### config.mk
export PLATFORM = sky130hd
export DESIGN_NAME = usb_tx_endpoint_control
export DESIGN_NICKNAME = d
export VERILOG_FILES = /design/src/usb_tx_ep_pkg.sv /design/src/tx_fifo_if.sv /design/src/usb_tx_endpoint_control.sv /design/src/tx_fifo_tracker.sv
export SDC_FILE = /design/constraint.sdc
export NUM_CORES = 1
export LEC_CHECK = 0
export BUFFER_PORTS_ARGS = -buffer_cell sky130_fd_sc_hd__clkbuf_2
export CAP_MARGIN = 5
export CORE_AREA = 2 2 72 108
export CTS_CLUSTER_SIZE = 30
export DETAILED_ROUTE_END_ITERATION = 12
export DIE_AREA = 0 0 74 110
export HOLD_SLACK_MARGIN = 0.03
export PLACE_DENSITY = 0.89
export REMOVE_ABC_BUFFERS = 1
export SETUP_SLACK_MARGIN = 0.2
export SLEW_MARGIN = 20
export SYNTH_ARGS = -nofsm -noshare
export SYNTH_HDL_FRONTEND = slang
export SYNTH_SLANG_ARGS = --single-unit
### constraint.sdc
create_clock -name sys_clk_i -period 3.8 [get_ports sys_clk_i]
set_input_delay 0.19 -clock sys_clk_i [delete_from_list [all_inputs] [get_ports sys_clk_i]]
set_output_delay 0.19 -clock sys_clk_i [all_outputs]
set_load 0.03 [all_outputs]
### src/usb_tx_ep_pkg.sv
// Constants shared by the transmit endpoint control block and its FIFO tracker
// Summary of operation
// Auto-ready raises packet-ready after full packet
// Software sets auto-ready before enabling DMA
// Short packets need packet-ready set by software
// Iso bit selects isochronous versus bulk/interrupt
// Direction bit matters only for shared FIFO
// DMA requests only while request enable set
// Force flip toggles and discards regardless of ACK
// Software sets request style one with DMA
// Toggle-zero write clears the data toggle
// Stall sent sets flag, flushes, drops ready
// Stall request answers IN tokens with STALL
// Stall request ignored for isochronous endpoint
// Discard drops packet, resets pointer, drops ready
// Discard ignored unless packet-ready is set
// Double buffer may need two discards
// IN token without packet-ready sets underrun
// Occupied flag set while a packet held
// Software sets packet-ready after loading packet
// Transmit done clears ready, raises interrupt
// Host role uses its own bit layout
// Three unanswered attempts set error, interrupt
// Toggle write enable permits one toggle write
// Host stall received sets flag, flushes, drops
// Setup select with ready clears toggle
// Action bits ignore zero, read zero
package usb_tx_ep_pkg;
  // ****************************************************************
  // Register byte offsets
  // ****************************************************************
  localparam logic [7:0] OFS_PERI_CSR = 8'h00; // Peripheral-role control/status
  localparam logic [7:0] OFS_HOST_CSR = 8'h04; // Host-role control/status
  localparam logic [7:0] OFS_CONFIG = 8'h08;   // Role and interrupt enable
  localparam logic [7:0] OFS_MAXP = 8'h0C;     // Maximum payload size
  localparam logic [7:0] OFS_STATUS = 8'h10;   // Packets held in FIFO
  // ****************************************************************
  // Bit positions, shared by both layouts unless marked; the last two are config register bits
  // ****************************************************************
  localparam int B_AUTO = 15;
  localparam int B_ISO = 14;        // Peripheral only
  localparam int B_MODE = 13;
  localparam int B_DMA_REQ_EN = 12;
  localparam int B_FORCE = 11;
  localparam int B_STYLE = 10;
  localparam int B_TWE = 9;         // Host only
  localparam int B_TVAL = 8;        // Host only
  localparam int B_NAK = 7;         // Host only
  localparam int B_TZERO = 6;
  localparam int B_PSTALL_SENT = 5; // Peripheral
  localparam int B_PSTALL_REQ = 4;  // Peripheral
  localparam int B_HSTALL_RX = 5;   // Host
  localparam int B_HSETUP = 4;      // Host
  localparam int B_DISCARD = 3;
  localparam int B_UNDERRUN = 2;    // Peripheral
  localparam int B_ERROR = 2;       // Host
  localparam int B_OCC = 1;
  localparam int B_READY = 0;
  localparam int B_CFG_HOST = 0;
  localparam int B_CFG_IRQEN = 1;
  // ****************************************************************
  // Sizes and counts
  // ****************************************************************
  localparam int MAXP_W = 11;                        // Payload size field width
  localparam logic [1:0] RETRY_LIMIT = 2'h3;         // Attempts before error
  localparam logic [MAXP_W-1:0] MAXP_RESET = 11'h000;
endpackage

### src/tx_fifo_if.sv
// Carrier between the endpoint controller and the FIFO tracker
`timescale 1ns/1ps
interface tx_fifo_if;
  logic byte_wr;                                 // One byte loaded this cycle
  logic auto_ready;                              // Auto hand-over enabled
  logic [usb_tx_ep_pkg::MAXP_W-1:0] maxp;        // Bytes per full packet
  logic commit;                                  // Packet handed to the core
  logic drop_one;                                // One packet sent or discarded
  logic drop_all;                                // Whole FIFO flushed
  logic full_pkt;                                // Full packet loaded, pulse
  logic [1:0] pkt_count;                         // Packets held
  modport ctrl (output byte_wr, auto_ready, maxp, commit, drop_one, drop_all, input full_pkt, pkt_count);
  modport tracker (input byte_wr, auto_ready, maxp, commit, drop_one, drop_all, output full_pkt, pkt_count);
endinterface

### src/usb_tx_endpoint_control.sv
// Transmit endpoint control/status registers and event handling
`timescale 1ns/1ps
module usb_tx_endpoint_control #(
  parameter int PKT_SLOTS = 2,     // Packets the FIFO can hold
  parameter bit SHARED_FIFO = 1'b1 // FIFO shared between directions
) (
  input wire logic sys_clk_i,
  input wire logic rst_i,
  input wire logic wb_cyc_i,
  input wire logic wb_stb_i,
  input wire logic wb_we_i,
  input wire logic [7:0] wb_adr_i,
  input wire logic [31:0] wb_dat_i,
  input wire logic [3:0] wb_sel_i,
  output logic [31:0] wb_dat_o,
  output logic wb_ack_o,
  input wire logic fifo_byte_wr_i,  // Byte written into the FIFO
  input wire logic in_token_i,      // IN token arrived
  input wire logic pkt_sent_i,      // Packet transmission finished
  input wire logic ack_seen_i,      // ACK received with pkt_sent_i
  input wire logic stall_sent_i,    // STALL handshake transmitted
  input wire logic stall_rx_i,      // STALL handshake received, host role
  input wire logic no_handshake_i,  // Attempt got no handshake, host role
  input wire logic nak_timeout_i,   // NAK limit reached, host role
  output logic packet_ready_o,
  output logic stall_handshake_o,
  output logic iso_o,
  output logic dir_tx_o,
  output logic toggle_o,
  output logic setup_token_o,
  output logic flush_o,
  output logic dma_req_o,
  output logic dma_style_o,
  output logic irq_o
);
  // ****************************************************************
  // State
  // ****************************************************************
  typedef struct packed {
    logic auto_ready;
    logic iso;
    logic mode;
    logic dma_en;
    logic force_flip;
    logic dma_style;
    logic toggle;
    logic stall_sent;
    logic stall_req;
    logic underrun;
    logic occ;
    logic pr;
    logic nak;
    logic stall_rx_flag;
    logic setup;
    logic err;
    logic host;
    logic irq_en;
    logic [usb_tx_ep_pkg::MAXP_W-1:0] maxp;
    logic [1:0] retry;
    logic ack;
    logic [31:0] rdata;
    logic irq;
    logic flush;
    logic stall_hs;
    logic dir_tx;
    logic dma_req;
    logic setup_tok;  // Setup token select, registered with the role
  } ctl_t;
  ctl_t s;
  ctl_t next_s;

  tx_fifo_if fifo ();

  // Bus decode; a request is served on the edge that raises ack
  logic req;
  logic wr_lo;
  logic wr_hi;
  logic [15:0] peri_word;
  logic [15:0] host_word;
  logic tzero_req;
  logic discard_req;
  assign req = wb_cyc_i && wb_stb_i && !s.ack;
  assign wr_lo = req && wb_we_i && wb_sel_i[0];
  assign wr_hi = req && wb_we_i && wb_sel_i[1];
  assign tzero_req = wr_lo && wb_dat_i[usb_tx_ep_pkg::B_TZERO] &&
                     (wb_adr_i == usb_tx_ep_pkg::OFS_PERI_CSR || wb_adr_i == usb_tx_ep_pkg::OFS_HOST_CSR);
  assign discard_req = wr_lo && wb_dat_i[usb_tx_ep_pkg::B_DISCARD] &&
                       (wb_adr_i == usb_tx_ep_pkg::OFS_PERI_CSR || wb_adr_i == usb_tx_ep_pkg::OFS_HOST_CSR);

  // Read views; action bits and reserved bits read as zero
  always_comb begin
    peri_word = 16'h0000;
    peri_word[usb_tx_ep_pkg::B_AUTO] = s.auto_ready;
    peri_word[usb_tx_ep_pkg::B_ISO] = s.iso;
    peri_word[usb_tx_ep_pkg::B_MODE] = s.mode;
    peri_word[usb_tx_ep_pkg::B_DMA_REQ_EN] = s.dma_en;
    peri_word[usb_tx_ep_pkg::B_FORCE] = s.force_flip;
    peri_word[usb_tx_ep_pkg::B_STYLE] = s.dma_style;
    peri_word[usb_tx_ep_pkg::B_PSTALL_SENT] = s.stall_sent;
    peri_word[usb_tx_ep_pkg::B_PSTALL_REQ] = s.stall_req;
    peri_word[usb_tx_ep_pkg::B_UNDERRUN] = s.underrun;
    peri_word[usb_tx_ep_pkg::B_OCC] = s.occ;
    peri_word[usb_tx_ep_pkg::B_READY] = s.pr;
    host_word = 16'h0000;
    host_word[usb_tx_ep_pkg::B_AUTO] = s.auto_ready;
    host_word[usb_tx_ep_pkg::B_MODE] = s.mode;
    host_word[usb_tx_ep_pkg::B_DMA_REQ_EN] = s.dma_en;
    host_word[usb_tx_ep_pkg::B_FORCE] = s.force_flip;
    host_word[usb_tx_ep_pkg::B_STYLE] = s.dma_style;
    host_word[usb_tx_ep_pkg::B_TVAL] = s.toggle;
    host_word[usb_tx_ep_pkg::B_NAK] = s.nak;
    host_word[usb_tx_ep_pkg::B_HSTALL_RX] = s.stall_rx_flag;
    host_word[usb_tx_ep_pkg::B_HSETUP] = s.setup;
    host_word[usb_tx_ep_pkg::B_ERROR] = s.err;
    host_word[usb_tx_ep_pkg::B_OCC] = s.occ;
    host_word[usb_tx_ep_pkg::B_READY] = s.pr;
  end

  // ****************************************************************
  // Next state
  // ****************************************************************
  // Software writes go first, hardware events after, so a hardware event beats a software write
  always_comb begin
    next_s = s;
    next_s.ack = req;
    next_s.irq = 1'b0;
    next_s.flush = 1'b0;
    // Read data; unmapped offsets answer zero
    if (req) begin
      case (wb_adr_i)
        usb_tx_ep_pkg::OFS_PERI_CSR: next_s.rdata = {16'h0000, peri_word};
        usb_tx_ep_pkg::OFS_HOST_CSR: next_s.rdata = {16'h0000, host_word};
        usb_tx_ep_pkg::OFS_CONFIG: next_s.rdata = {30'h00000000, s.irq_en, s.host};
        usb_tx_ep_pkg::OFS_MAXP: next_s.rdata = {21'h000000, s.maxp};
        usb_tx_ep_pkg::OFS_STATUS: next_s.rdata = {30'h00000000, fifo.pkt_count};
        default: next_s.rdata = 32'h00000000;
      endcase
    end
    // Upper byte of either layout: modes and enables
    if (wr_hi && (wb_adr_i == usb_tx_ep_pkg::OFS_PERI_CSR || wb_adr_i == usb_tx_ep_pkg::OFS_HOST_CSR)) begin
      next_s.auto_ready = wb_dat_i[usb_tx_ep_pkg::B_AUTO];
      next_s.mode = wb_dat_i[usb_tx_ep_pkg::B_MODE];
      next_s.dma_en = wb_dat_i[usb_tx_ep_pkg::B_DMA_REQ_EN];
      next_s.force_flip = wb_dat_i[usb_tx_ep_pkg::B_FORCE];
      next_s.dma_style = wb_dat_i[usb_tx_ep_pkg::B_STYLE];
      if (wb_adr_i == usb_tx_ep_pkg::OFS_PERI_CSR) begin
        next_s.iso = wb_dat_i[usb_tx_ep_pkg::B_ISO];
      end else if (wb_dat_i[usb_tx_ep_pkg::B_TWE]) begin
        // Enable is never stored, so it is spent on this one write
        next_s.toggle = wb_dat_i[usb_tx_ep_pkg::B_TVAL];
      end
    end
    // Lower byte: flags clear on zero, action bits act on one only
    if (wr_lo && wb_adr_i == usb_tx_ep_pkg::OFS_PERI_CSR) begin
      if (!wb_dat_i[usb_tx_ep_pkg::B_PSTALL_SENT]) next_s.stall_sent = 1'b0;
      next_s.stall_req = wb_dat_i[usb_tx_ep_pkg::B_PSTALL_REQ];
      if (!wb_dat_i[usb_tx_ep_pkg::B_UNDERRUN]) next_s.underrun = 1'b0;
    end
    if (wr_lo && wb_adr_i == usb_tx_ep_pkg::OFS_HOST_CSR) begin
      if (!wb_dat_i[usb_tx_ep_pkg::B_NAK]) next_s.nak = 1'b0;
      if (!wb_dat_i[usb_tx_ep_pkg::B_HSTALL_RX]) next_s.stall_rx_flag = 1'b0;
      if (!wb_dat_i[usb_tx_ep_pkg::B_ERROR]) next_s.err = 1'b0;
      next_s.setup = wb_dat_i[usb_tx_ep_pkg::B_HSETUP];
      if (wb_dat_i[usb_tx_ep_pkg::B_HSETUP] && wb_dat_i[usb_tx_ep_pkg::B_READY]) begin
        next_s.toggle = 1'b0;
      end
    end
    if (wr_lo && (wb_adr_i == usb_tx_ep_pkg::OFS_PERI_CSR || wb_adr_i == usb_tx_ep_pkg::OFS_HOST_CSR)) begin
      if (!wb_dat_i[usb_tx_ep_pkg::B_OCC]) next_s.occ = 1'b0;
      if (wb_dat_i[usb_tx_ep_pkg::B_READY]) next_s.pr = 1'b1;
    end
    if (tzero_req) next_s.toggle = 1'b0;
    // Discard only acts on a packet that is waiting
    if (discard_req && s.pr) begin
      next_s.pr = 1'b0;
      next_s.flush = 1'b1;
    end
    if (wr_lo && wb_adr_i == usb_tx_ep_pkg::OFS_CONFIG) begin
      next_s.host = wb_dat_i[usb_tx_ep_pkg::B_CFG_HOST];
      next_s.irq_en = wb_dat_i[usb_tx_ep_pkg::B_CFG_IRQEN];
    end
    if (wb_adr_i == usb_tx_ep_pkg::OFS_MAXP) begin
      if (wr_lo) next_s.maxp[7:0] = wb_dat_i[7:0];
      if (wr_hi) next_s.maxp[usb_tx_ep_pkg::MAXP_W-1:8] = wb_dat_i[usb_tx_ep_pkg::MAXP_W-1:8];
    end
    // Auto hand-over of a full packet
    if (fifo.full_pkt) next_s.pr = 1'b1;
    if (in_token_i && !s.pr && !s.host) next_s.underrun = 1'b1;
    // Transmission done: ACK or forced flip advances the toggle
    if (pkt_sent_i) begin
      next_s.pr = 1'b0;
      if (s.pr && s.irq_en) next_s.irq = 1'b1;
      if (ack_seen_i || s.force_flip) next_s.toggle = !next_s.toggle;
      if (!ack_seen_i && s.force_flip) next_s.flush = 1'b1;
      next_s.retry = 2'h0;
    end
    if (stall_sent_i && !s.host) begin
      next_s.stall_sent = 1'b1;
      next_s.pr = 1'b0;
      next_s.flush = 1'b1;
    end
    if (stall_rx_i && s.host) begin
      next_s.stall_rx_flag = 1'b1;
      next_s.pr = 1'b0;
      next_s.flush = 1'b1;
    end
    if (nak_timeout_i && s.host) next_s.nak = 1'b1;
    // Unanswered attempts count up; bulk and interrupt only
    if (no_handshake_i && s.host && !s.iso) begin
      if (s.retry == usb_tx_ep_pkg::RETRY_LIMIT - 2'h1) begin
        next_s.err = 1'b1;
        next_s.irq = s.irq_en;
        next_s.retry = 2'h0;
      end else begin
        next_s.retry = s.retry + 2'h1;
      end
    end
    if (fifo.pkt_count != 2'h0) next_s.occ = 1'b1;
    // Stall answer is gated off in isochronous and host use
    next_s.stall_hs = next_s.stall_req && !next_s.iso && !next_s.host;
    // Direction only matters when the FIFO is shared
    next_s.dir_tx = SHARED_FIFO ? next_s.mode : 1'b1;
    next_s.dma_req = next_s.dma_en && (fifo.pkt_count < 2'(PKT_SLOTS));
    // Gated here so the pin comes straight from a flop
    next_s.setup_tok = next_s.setup && next_s.host;
  end

  // Register the state
  always_ff @(posedge sys_clk_i or posedge rst_i) begin
    if (rst_i) begin
      s <= '0;
    end else begin
      s <= next_s;
    end
  end

  // ****************************************************************
  // FIFO tracker
  // ****************************************************************
  // Commit is taken from the registered ready edge to keep the path short
  logic pr_d;
  always_ff @(posedge sys_clk_i or posedge rst_i) begin
    if (rst_i) begin
      pr_d <= 1'b0;
    end else begin
      pr_d <= s.pr;
    end
  end
  assign fifo.byte_wr = fifo_byte_wr_i;
  assign fifo.auto_ready = s.auto_ready;
  assign fifo.maxp = s.maxp;
  assign fifo.commit = s.pr && !pr_d;
  assign fifo.drop_one = (pkt_sent_i && s.pr) || (discard_req && s.pr);
  // Each stall event flushes only in the role that honours it
  assign fifo.drop_all = (stall_sent_i && !s.host) || (stall_rx_i && s.host);

  tx_fifo_tracker #(.PKT_SLOTS(PKT_SLOTS)) u_tracker (
    .sys_clk_i(sys_clk_i),
    .rst_i(rst_i),
    .fifo(fifo)
  );

  // Outputs straight from the state register
  assign wb_dat_o = s.rdata;
  assign wb_ack_o = s.ack;
  assign packet_ready_o = s.pr;
  assign stall_handshake_o = s.stall_hs;
  assign iso_o = s.iso;
  assign dir_tx_o = s.dir_tx;
  assign toggle_o = s.toggle;
  assign setup_token_o = s.setup_tok;
  assign flush_o = s.flush;
  assign dma_req_o = s.dma_req;
  assign dma_style_o = s.dma_style;
  assign irq_o = s.irq;

  // ****************************************************************
  // Checks
  // ****************************************************************
  a_stall_iso_gate: assert property (@(posedge sys_clk_i) disable iff (rst_i)
    stall_handshake_o |-> !iso_o) else $error("stall answered on iso endpoint");
  a_underrun_set: assert property (@(posedge sys_clk_i) disable iff (rst_i)
    in_token_i && !s.pr && !s.host |=> s.underrun) else $error("underrun not flagged");
  a_sent_clears: assert property (@(posedge sys_clk_i) disable iff (rst_i)
    pkt_sent_i |=> !packet_ready_o) else $error("ready not cleared after send");
  a_done_irq: assert property (@(posedge sys_clk_i) disable iff (rst_i)
    pkt_sent_i && s.pr && s.irq_en |=> irq_o) else $error("no interrupt on send");
  a_stall_sent_flush: assert property (@(posedge sys_clk_i) disable iff (rst_i)
    stall_sent_i && !s.host |=> s.stall_sent && flush_o && !packet_ready_o) else $error("stall sent not handled");
  a_discard_ignored: assert property (@(posedge sys_clk_i) disable iff (rst_i)
    discard_req && !s.pr && !stall_sent_i && !stall_rx_i && !pkt_sent_i |=> !flush_o)
    else $error("discard acted without ready");
  a_dma_gate: assert property (@(posedge sys_clk_i) disable iff (rst_i)
    dma_req_o |-> $past(next_s.dma_en)) else $error("dma request while disabled");
  a_error_third: assert property (@(posedge sys_clk_i) disable iff (rst_i)
    no_handshake_i && s.host && !s.iso && s.retry == 2'h2 |=> s.err) else $error("error not set on third miss");
  a_toggle_zero: assert property (@(posedge sys_clk_i) disable iff (rst_i)
    tzero_req && !pkt_sent_i |=> !toggle_o) else $error("toggle not cleared");
  a_action_read_zero: assert property (@(posedge sys_clk_i) disable iff (rst_i)
    wb_ack_o && $past(wb_adr_i) == usb_tx_ep_pkg::OFS_PERI_CSR |-> !wb_dat_o[6] && !wb_dat_o[3])
    else $error("action bit reads one");
  a_auto_ready: assert property (@(posedge sys_clk_i) disable iff (rst_i)
    fifo.full_pkt && !pkt_sent_i && !stall_sent_i && !stall_rx_i |=> packet_ready_o)
    else $error("auto ready missed");
endmodule

### src/tx_fifo_tracker.sv
// Byte and packet occupancy tracker for the transmit FIFO
`timescale 1ns/1ps
module tx_fifo_tracker #(
  parameter int PKT_SLOTS = 2
) (
  input wire logic sys_clk_i,
  input wire logic rst_i,
  tx_fifo_if.tracker fifo
);
  // ****************************************************************
  // State
  // ****************************************************************
  typedef struct packed {
    logic [usb_tx_ep_pkg::MAXP_W-1:0] bytes; // Bytes of the packet being loaded
    logic [1:0] pkts;                        // Packets committed, not yet gone
    logic full;                              // Full packet pulse
  } trk_t;
  trk_t s;
  trk_t next_s;

  // Next state: count bytes, hand over full packets, track slots
  always_comb begin
    next_s = s;
    next_s.full = 1'b0;
    if (fifo.byte_wr) begin
      // Reaching the payload size closes the packet only when auto-ready is on
      if (fifo.auto_ready && (s.bytes + 11'h001 >= fifo.maxp)) begin
        next_s.full = 1'b1;
        next_s.bytes = '0;
      end else begin
        next_s.bytes = s.bytes + 11'h001;
      end
    end
    if (fifo.commit && !fifo.drop_one && s.pkts < 2'(PKT_SLOTS)) begin
      next_s.pkts = s.pkts + 2'h1;
    end else if (fifo.drop_one && !fifo.commit && s.pkts != 2'h0) begin
      // One discard removes one packet; a double buffer needs two
      next_s.pkts = s.pkts - 2'h1;
    end
    if (fifo.drop_all) begin
      next_s.pkts = 2'h0;
      next_s.bytes = '0;
    end
  end

  // Register the state
  always_ff @(posedge sys_clk_i or posedge rst_i) begin
    if (rst_i) begin
      s <= '0;
    end else begin
      s <= next_s;
    end
  end

  assign fifo.full_pkt = s.full;
  assign fifo.pkt_count = s.pkts;
endmodule

==> metrics.md, run 1 <==
| Metric | Value |
|---|---|
| Status | `complete, no violations` |
| Average cell area after synthesis | `~10 µm²` |
| ANT cells | `0` |
| Critical-path maximum fanout | `12` |
| Tot GR Track Use | `21.3%` |
| Post-synth top area cell | `dfrtp_1` |
| Clock sink count | `68` |
| Clock Root Buffer | `clkbuf_8` |
| Bufs and invs on worst path | `0` |
| CP arrival | `3.51 ns` |
| Rows | `38` |
| Routed len/inst | `15.7 µm` |
| Synth cell types | `50` |
| Post-synthesis instance area | `about 3700 µm²` |
| Fraction of registers with async set/reset | `100%` |
| Die Ht | `110 µm` |
| R2R cell count | `10` |
| Clock transition at path regs | `about 0.070 ns` |
| I/O Pins | `100` |
| Max-slew violations | `0` |
| Final period utilization | `~86%` |
| 1st-pass router iterations | `5` |
| Vias in the first global route | `2836` |
| Final Total Pwr | `1480 µW` |
| Clock buffer depth | `2` |
| Synth area leaders | `dfrtp_1, buf_4, mux2_2` |
| RSZ-0062 raised after global routing | `false` |
| Hold Buf Count CTS | `0` |
| Compound-Gate Fraction of Synth Area | `11.5%` |
| Synth Area in Adders | `4.02%` |
| Final worst slack | `around 0.53 ns` |
| DRC | `0` |
| P&R area growth vs syn | `10.8%` |
| Vias | `2930` |
| Crit Path Class | `reg2reg` |
| Global route total overflow | `0` |
| Peak supply drop | `0.141 mV` |
| Clk_skew | `0.00644 ns` |
| Main combinational cell family by area after synthesis | `simple AND/OR/NAND/NOR gates` |
| Fmax | `roughly 300 MHz` |
| Reg2reg setup slack | `0.53 ns` |
| Yosys top cell area share | `45.6%` |
| WL final | `8.23 mm` |
| Minimum clock period | `3.27 ns` |
| Element type at the critical path end | `flop` |
| Latest clock arrival within the worst-skew pair | `around 0.35 ns` |
| Worst path cell trace | `ha_1, nand3_1, nor2_1, xor2_1, ha_1, and3_1, a22o_1, a2111oi_0, a21oi_1, o32ai_1` |
| Most frequent cell on the critical path | `ha_1` |
| Crit path max-delay family | `compound AO/OA/AOI/OAI gates` |
| HP Class | `in2async` |
| RD Place Congestion | `around 0.86` |
| Placed instance count | `~510` |
| Synth Area in Simple Gates | `17.0%` |
| Port Buf Inserts | `65` |
| Slowest CP cell | `dfrtp_1` |
| Reg-to-reg endpoint | `u_tracker.s[11]` |
| Post-CTS setup buffer count | `0` |
| XOR/XNOR Fraction of Synth Area | `2.82%` |
| Final Hold Fails | `0` |
| Pleak | `0.00211 µW` |
| Die X-Extent | `74 µm` |
| Final setup violation count | `0` |
| Max-cap viol count | `0` |
| TritonCTS clock tree | `done` |
| H-tree depth | `3` |
| Area of the die | `8140 µm²` |
| Core ar. | `7180 µm²` |
| Setup TNS | `0 ns` |
| Initial DRC Count | `226` |
| Tightest Pin Transition | `0.892 ns` |
| Pre-CTS setup slack | `0.573 ns` |
| Num CTS Buffers | `9` |
| Power per cell area | `approximately 360 nW/µm²` |
| Initial Utilization | `52.0%` |
| Largest net degree at the start of global routing | `45` |
| Mux cell area share after synthesis | `8.52%` |
| Final non-filler cell total | `approximately 530` |
| Slowest stage delay, CP | `0.43 ns` |
| Number of flops mapped to enable cells by yosys | `0` |
| #FFs+latches synth | `a little under 70` |
| Post-cts resize count | `0` |
| R2R Path Start | `u_tracker.s[3]` |
| Yosys warnings | `0` |
| Final HPWL DP | `6.19 mm` |
| First-pass GRT wire length | `12.9 mm` |
| Register area share after synthesis | `45.6%` |
| Critical Path RT | `between 4 and 5 ns` |
| # nets final | `489` |
| Vias per cell | `5.58` |
| Initial antenna violation count | `0` |
| Slew HR | `40.4%` |
| Final core utilization | `around 58%` |
| Gate Count Post-Synth | `373` |
| Layout cells sized above 1 | `25.6%` |
| Main synth FF type | `dfrtp_1` |
| CP Launch Type | `flop` |
| Post-DRT Antenna Nets | `0` |
## cell usage in the layout, fill, tap and decap left out, types with 2 or more instances in the layout
cell | netlist | final
nor2b_1 | 3 | 3
buf_4 | 32 | 3
and2_1 | 5 | 5
ha_1 | 12 | 12
mux2i_1 | 10 | 10
a22o_1 | 6 | 6
o211ai_1 | 3 | 3
nor2_1 | 17 | 17
dfrtp_1 | 68 | 68
nor4_2 | 2 | 2
xor2_1 | 5 | 5
or3_1 | 2 | 2
inv_1 | 21 | 20
a211oi_1 | 4 | 4
xnor2_1 | 7 | 7
a221oi_1 | 2 | 2
nand4_1 | 4 | 4
o31ai_1 | 4 | 4
or4_1 | 2 | 2
nand2b_1 | 7 | 7
clkbuf_8 | 0 | 12
nand2_1 | 41 | 41
a21oi_1 | 10 | 10
mux2_2 | 18 | 18
a21o_1 | 5 | 5
clkbuf_1 | 11 | 3
conb_1 | 1 | 16
o32ai_1 | 6 | 6
nand3b_1 | 3 | 3
a31oi_1 | 5 | 5
nand3_1 | 13 | 13
nor3_1 | 5 | 5
and3_1 | 8 | 8
o21ai_0 | 13 | 13
clkbuf_2 | 0 | 65
## routing by layer
| layer | global-route usage [%] | up-vias | wire length [µm] |
|---|---|---|---|
| met5 | 0 | - | 0 |
| met4 | 15.5 | 0 | 425 |
| met1 | 22.7 | 1415 | 3020 |
| met3 | 5.36 | 33 | 494 |
| li1 | - | 1348 | - |
| met2 | 35.9 | 134 | 4290 |
## through the flow
| stage | instance area, µm² | hold WS [ns] |
|---|---|---|
| 3_5_place_dp | 3950 | 0.402 |
| 6_report | 4140 | 0.0107 |
| 3_3_place_gp | 3950 | 0.395 |
| 5_1_grt | 4140 | 0.0414 |
| 2_1_floorplan | 3480 | 0.263 |
| 4_1_cts | 4140 | 0.0317 |
## flip-flops by register name (all words and copies together), names as in the netlist, 2 cells and up
| name | cells |
|---|---|
| u_tracker.s | 11 |
| wb_dat_o | 16 |
| fifo.maxp | 11 |
| u_tracker.fifo.pkt_count | 2 |
| host_word | 7 |
| s | 4 |
| peri_word | 3 |
## synth_stat cells, drive strengths merged, types with 2 or more instances
cell and number:
xor2 5, nor2 18, nand4 5, o31ai 4
a211oi 4, a21o 5, and3 8, o21ai 13
nand3 13, a21oi 10, nor4 2, a22o 6
a31oi 5, xnor2 7, nand3b 3, mux2 19
and2 5, a221oi 2, or3 2, or4 3
buf 36, nand2b 7, nor2b 4, dfrtp 68
ha 12, mux2i 10, nand2 41, inv 21
o32ai 6, clkbuf 11, o211ai 3, nor3 6
## cell type report
| cell class | instances | area (µm²) |
|---|---|---|
| Fill cell | 605 | 3040 |
| Sequential cell | 68 | 1700 |
| Multi-Input combinational cell | 251 | 1700 |
| Timing Repair Buffer | 68 | 348 |
| Clock buffer | 15 | 176 |
| Tap cell | 100 | 125 |
| Inverter | 22 | 82.6 |
| Clock inverter | 1 | 5.00 |
## report_power, final
part / switching, µW / internal [µW]
logic: 122 / 55.5
registers: 12.9 / 740
clock network: 257 / 290
total: 392 / 1090
## worst max path at each step
stage                               from               to  slack, ns  cells past startpoint
after floorplan           u_tracker.s[5]  u_tracker.s[10]       1.09                     11
after global placement    u_tracker.s[3]   u_tracker.s[7]       0.76                     12
after detailed placement  u_tracker.s[3]   u_tracker.s[6]       0.57                     12
after CTS                 u_tracker.s[3]  u_tracker.s[11]       0.50                     10
after global routing      u_tracker.s[3]  u_tracker.s[10]       0.24                     10
final                     u_tracker.s[3]  u_tracker.s[11]       0.53                     10
## worst register-to-register path, delay by kind of cell (launching register included)
kind,cells,cell delay [ns]
flops,1,0.43
compound gates,4,1.33
fa+ha+maj,2,0.54
simple gates,3,0.62
xor+xnor,1,0.25
## cell families (layout without fill, tap and decap cells)
| family | after synthesis | after routing |
|---|---|---|
| simple gates | 119 | 119 |
| buf+inv | 69 | 106 |
| fa+ha+maj | 12 | 12 |
| other cells | 1 | 16 |
| mux | 29 | 29 |
| compound gates | 63 | 63 |
| xor+xnor | 12 | 12 |
| flops | 68 | 68 |
Power figures use the tool's default switching activity.
==> run 2: changes to the inputs <==
--- a/config.mk
+++ b/config.mk
@@ -13,6 +13,7 @@
 export DIE_AREA = 0 0 74 110
 export HOLD_SLACK_MARGIN = 0.03
 export PLACE_DENSITY = 0.89
+export RECOVER_POWER = 25
 export REMOVE_ABC_BUFFERS = 1
 export SETUP_SLACK_MARGIN = 0.2
 export SLEW_MARGIN = 20
==> run 2 against run 1 <==
The run now ends with capacitance limit, slew limit left. Combinational power is essentially flat. Total power is essentially flat. First-iteration DRC count is the same. Wire length shrank 0.19%. Register-to-register slack is essentially flat. Sequential share of layout area is the same. Highest routed layer unchanged. Non-clock buffer count is the same. Count of clock-buffer cells in the layout is the same. Worst hold slack gained 0.031 ns. Worst setup slack is essentially flat. Flip-flop and latch count is the same.
==> metrics.md, run 2 (synthesis gave the netlist of run 1 again) <==
| Metric | Value |
|---|---|
| Status | `complete, but fails checks` |
| Failing checks | `capacitance limit, slew limit` |
| Area of the multi-input gates | `1700 µm²` |
| Slew HR | `-7.68%` |
| Crit path max-delay family | `compound AO/OA/AOI/OAI gates` |
| Initial DRC Count | `226` |
| Initial Utilization | `52.0%` |
| Slowest stage delay, CP | `0.43 ns` |
| Critical-path maximum fanout | `12` |
| Num CTS Buffers | `9` |
| H-tree depth | `3` |
| Core ar. | `~7200 µm²` |
| Final HPWL DP | `6.19 mm` |
| Worst path cell trace | `ha_1, nand3_1, nor2_1, xor2_1, ha_1, and3_1, a22o_1, a2111oi_0, a21oi_1, o32ai_1` |
| Tightest Pin Transition | `1.61 ns` |
| DP Area | `3950 µm²` |
| Largest net degree at the start of global routing | `45` |
| Post-CTS setup buffer count | `0` |
| Setup TNS | `0 ns` |
| Most frequent cell on the critical path | `ha_1` |
| Routed len/inst | `15.6 µm` |
| Most common cell after layout, fill and taps aside | `dfrtp_1` |
| Final setup violation count | `0` |
| Max-cap viol count | `1` |
| Final worst slack | `0.533 ns` |
| I/O Pins | `100` |
| First-pass GRT wire length | `12.9 mm` |
| Fmax | `between 300 and 400 MHz` |
| Pleak | `0.00211 µW` |
| Final Total Pwr | `1480 µW` |
| Critical Path RT | `4.04 ns` |
| Vias per cell | `5.59` |
| Vias in the first global route | `2836` |
| Peak supply drop | `0.141 mV` |
| CP Launch Type | `flop` |
| Final period utilization | `a little under nine tenths` |
| Pre-CTS setup slack | `0.573 ns` |
| Die X-Extent | `between 70 and 80 µm` |
| Vias | `2937` |
| Bufs and invs on worst path | `0` |
| Max-slew violations | `45` |
| P&R area growth vs syn | `10.8%` |
| Global route total overflow | `0` |
| Layout cells sized above 1 | `25.4%` |
| Die Ht | `110 µm` |
| Hold Buf Count CTS | `0` |
| Clk_skew | `0.00641 ns` |
| WL final | `8.21 mm` |
| Clock sink count | `between 60 and 70` |
| Port Buf Inserts | `65` |
| Clock buffer depth | `2` |
| HP Class | `in2reg` |
| Post-route cell area | `4140 µm²` |
| CP arrival | `3.51 ns` |
| Slowest CP cell | `dfrtp_1` |
| Post-DRT Antenna Nets | `0` |
| Register area | `1700 µm²` |
| ANT cells | `0` |
| Initial antenna violation count | `0` |
| Filler Cells Inserted | `605` |
| Power per cell area | `357 nW/µm²` |
| Post-cts resize count | `0` |
| Latest clock arrival within the worst-skew pair | `0.35 ns` |
| Final Hold Fails | `0` |
| Tot GR Track Use | `21.3%` |
| Crit Path Class | `reg2reg` |
| Element type at the critical path end | `flop` |
| TritonCTS clock tree | `done` |
| Clock Root Buffer | `clkbuf_8` |
| Max FFs per register | `16` |
| DRC | `0` |
| Most frequent cells in the layout | `dfrtp_1, clkbuf_2, nand2_1, inv_1, mux2_2` |
| RD Place Congestion | `0.863` |
| Area of the die | `8140 µm²` |
| Clock transition at path regs | `0.07 ns` |
| RSZ-0062 raised after global routing | `false` |
| Minimum clock period | `3.27 ns` |
| # nets final | `just under 500` |
| Rows | `38` |
| 1st-pass router iterations | `5` |
==> run 2: cell counts in the layout (fill, tap and decap cells not counted) <==
Identical to the previous run, type by type.
==> run 2: final cells by class <==
class / count / share of cell area (%)
multi-input combinational: 251 / 41.0
tap: 100 / 3.03
clock buffer: 15 / 4.27
inverter: 22 / 2.00
clock inverter: 1 / 0.121
timing repair buffer: 68 / 8.41
sequential: 68 / 41.1
==> run 2: per-layer routing <==
layer  share of wire [%]  track usage (%)  vias to the layer above
li1                    -                -                     1349
met1                  37             22.7                     1420
met2                  52             35.9                      135
met3                 6.1             5.36                       33
met4                 5.2             15.5                        0
met5                   0                0                        -
==> run 2: final timing paths <==
path	from	to	slack (ns)	cells after the start
hold / removal	in_token_i	peri_word[2]	0.04	3
setup / recovery	u_tracker.s[3]	u_tracker.s[11]	0.53	10
max in group asynchronous	rst_i	dir_tx_o	2.38	3
setup reg to reg	u_tracker.s[3]	u_tracker.s[11]	0.53	10
min in group asynchronous	rst_i	s[40]	0.31	2
hold reg to reg	wb_dat_o[3]	wb_dat_o[3]	0.47	2
==> run 2: stage by stage <==
stage,utilization (%),instances,hold slack [ns]
global placement,55.1,509,0.395
global route,57.6,525,0.0414
detailed placement,55.1,509,0.402
floorplan,-,341,0.263
finish,57.6,525,0.0418
CTS,57.6,525,0.0317
==> run 2: power breakdown <==
group          internal [µW]  total, µW  switching [µW]
sequential               740        753            12.9
combinational           55.4        177             122
clock                    290        548             257
total                   1090       1480             392
==> run 2: tightest hold or removal path: cells and delay by family <==
kind / cells / cell delay (ns)
simple gates: 2 / 0.10
buf+inv: 1 / 0.07
==> run 3: changes to the inputs <==
==> constraint.sdc (replaced) <==
create_clock -name sys_clk_i -period 3.8 [get_ports sys_clk_i]
set_input_delay 0.57 -clock sys_clk_i [delete_from_list [all_inputs] [get_ports sys_clk_i]]
set_output_delay 0.57 -clock sys_clk_i [all_outputs]
set_load 0.03 [all_outputs]
==> run 3 against run 2 <==
The run still ends with capacitance limit, slew limit left. Largest power group unchanged. Fmax increased by 0.73%. Critical path depth increased by 1. Worst hold slack improved by 0.38 ns. Non-clock buffer count unchanged. Core utilization increased by 0.21 points. Via count decreased by 1.9%. Final cell count unchanged. Largest cell class unchanged. Highest routed layer unchanged. Clock power increased by 9.7%.
==> metrics.md, run 3 (synthesis gave the netlist of run 1 again) <==
| Metric | Value |
|---|---|
| Status | `complete, but fails checks` |
| Failing checks | `capacitance limit, slew limit` |
| Port Buf Inserts | `65` |
| Clock sink count | `68` |
| Vias per cell | `5.49` |
| Peak supply drop | `0.141 mV` |
| Most frequent cell on the critical path | `ha_1` |
| Critical-path maximum fanout | `12` |
| Max FFs per register | `16` |
| Num CTS Buffers | `9` |
| Clk_skew | `between 0.006 and 0.007 ns` |
| Max-slew violations | `46` |
| Most common cell after layout, fill and taps aside | `dfrtp_1` |
| H-tree depth | `3` |
| Post-cts resize count | `0` |
| DRC | `0` |
| Area of the die | `8140 µm²` |
| Latest clock arrival within the worst-skew pair | `0.36 ns` |
| Setup TNS | `0 ns` |
| Post-CTS setup buffer count | `0` |
| Pleak | `0.00211 µW` |
| Hold Buf Count CTS | `0` |
| Fmax | `a little over 300 MHz` |
| WHS | `around 0.42 ns` |
| ANT cells | `0` |
| Slowest CP cell | `dfrtp_1` |
| P&R area growth vs syn | `11.2%` |
| WL final | `approximately 8 mm` |
| Vias | `2882` |
| Worst path cell trace | `ha_1, nand3_1, nor2_1, and3_1, xnor2_1, inv_1, ha_1, a21o_1, a2111oi_0, a21oi_1, o32ai_1` |
| Die Ht | `110 µm` |
| Clock transition at path regs | `0.07 ns` |
| Element type at the critical path end | `flop` |
| Clock power frac | `39.3%` |
| Core ar. | `just over 7000 µm²` |
| RD Place Congestion | `0.884` |
| # nets final | `489` |
| Initial antenna violation count | `0` |
| Tot GR Track Use | `21.4%` |
| Logic pwr share | `11.6%` |
| TritonCTS clock tree | `done` |
| Layout cells sized above 1 | `between 20 and 30%` |
| Most frequent cells in the layout | `dfrtp_1, clkbuf_2, nand2_1, inv_1, mux2_2` |
| I/O Pins | `100` |
| Final Hold Fails | `0` |
| Flop pwr share | `49.1%` |
| Initial Utilization | `52.0%` |
| HP Class | `in2reg` |
| Minimum clock period | `3.24 ns` |
| Final Total Pwr | `1530 µW` |
| Post-DRT Antenna Nets | `0` |
| Final period utilization | `85.3%` |
| RSZ-0062 raised after global routing | `false` |
| Slowest stage delay, CP | `0.43 ns` |
| Tightest Pin Transition | `1.64 ns` |
| Switching Share | `25.8%` |
| Largest net degree at the start of global routing | `between 40 and 50` |
| Slew HR | `-9.49%` |
| Bufs and invs on worst path | `1` |
| Clock buffer depth | `2` |
| 1st-pass router iterations | `4` |
| Routed len/inst | `15.4 µm` |
| Internal | `about 1100 µW` |
| CP arrival | `3.48 ns` |
| Final HPWL DP | `a little over 6 mm` |
| Final setup violation count | `0` |
| CP Launch Type | `flop` |
| Crit Path Class | `reg2reg` |
| Vias in the first global route | `2868` |
| Initial DRC Count | `198` |
| Crit path max-delay family | `compound AO/OA/AOI/OAI gates` |
| Rows | `38` |
| Power per cell area | `approximately 370 nW/µm²` |
| Die X-Extent | `between 70 and 80 µm` |
| Global route total overflow | `0` |
| Critical Path RT | `4.04 ns` |
| Max-cap viol count | `1` |
| First-pass GRT wire length | `between 10 and 15 mm` |
| Clock Root Buffer | `clkbuf_8` |
| P_sw | `~390 µW` |
| Filler Cells Inserted | `600` |
==> run 3: routing by layer <==
metal / vias to the layer above / GRT usage (%) / part of all wire, %
li1: 1353 / - / -
met5: - / 0 / 0
met1: 1407 / 21.9 / 38
met2: 89 / 36.7 / 53
met4: 0 / 16.6 / 5.3
met3: 33 / 4.82 / 4.0
==> run 3: worst paths after layout <==
path / start / to / slack, ns / depth (start not counted)
max: u_tracker.s[3] / u_tracker.s[12] / 0.56 / 11
min: nak_timeout_i / host_word[7] / 0.42 / 3
max reg2reg: u_tracker.s[3] / u_tracker.s[12] / 0.56 / 11
min reg2reg: wb_dat_o[9] / wb_dat_o[9] / 0.46 / 2
max in group asynchronous: rst_i / wb_dat_o[11] / 1.99 / 3
min in group asynchronous: rst_i / s[40] / 0.70 / 2
==> run 3: final cells by class <==
cell class / count / area [µm²] / area share [%]
sequential: 68 / 1700 / 41.0
multi-input combinational: 251 / 1700 / 40.9
timing repair buffer: 68 / 348 / 8.38
clock buffer: 15 / 166 / 4.01
tap: 100 / 125 / 3.01
inverter: 22 / 82.6 / 1.99
clock inverter: 1 / 30.0 / 0.724
==> run 3: worst register-to-register path: cells and delay by family (launching register included) <==
| kind | cells | cell delay, ns |
|---|---|---|
| xor+xnor | 1 | 0.15 |
| fa+ha+maj | 2 | 0.46 |
| simple gates | 3 | 0.66 |
| buf+inv | 1 | 0.09 |
| flops | 1 | 0.43 |
| compound gates | 4 | 1.33 |
==> run 3: metrics by stage <==
step,cell area (µm²),util (%),worst slack [ns],cells
2_1_floorplan,3480,-,1.09,341
3_3_place_gp,3950,55.1,0.759,509
3_5_place_dp,3950,55.1,0.567,509
4_1_cts,4150,57.8,0.518,525
5_1_grt,4150,57.8,0.236,525
6_report,4150,57.8,0.557,525
==> run 3: power groups by stage <==
stage | clock network (µW) | registers [µW] | logic, µW
floorplan | 0 | 784 | 89.8
global placement | 0 | 764 | 172
detailed placement | 0 | 765 | 178
CTS | 610 | 752 | 178
global route | 637 | 753 | 195
finish | 601 | 752 | 178
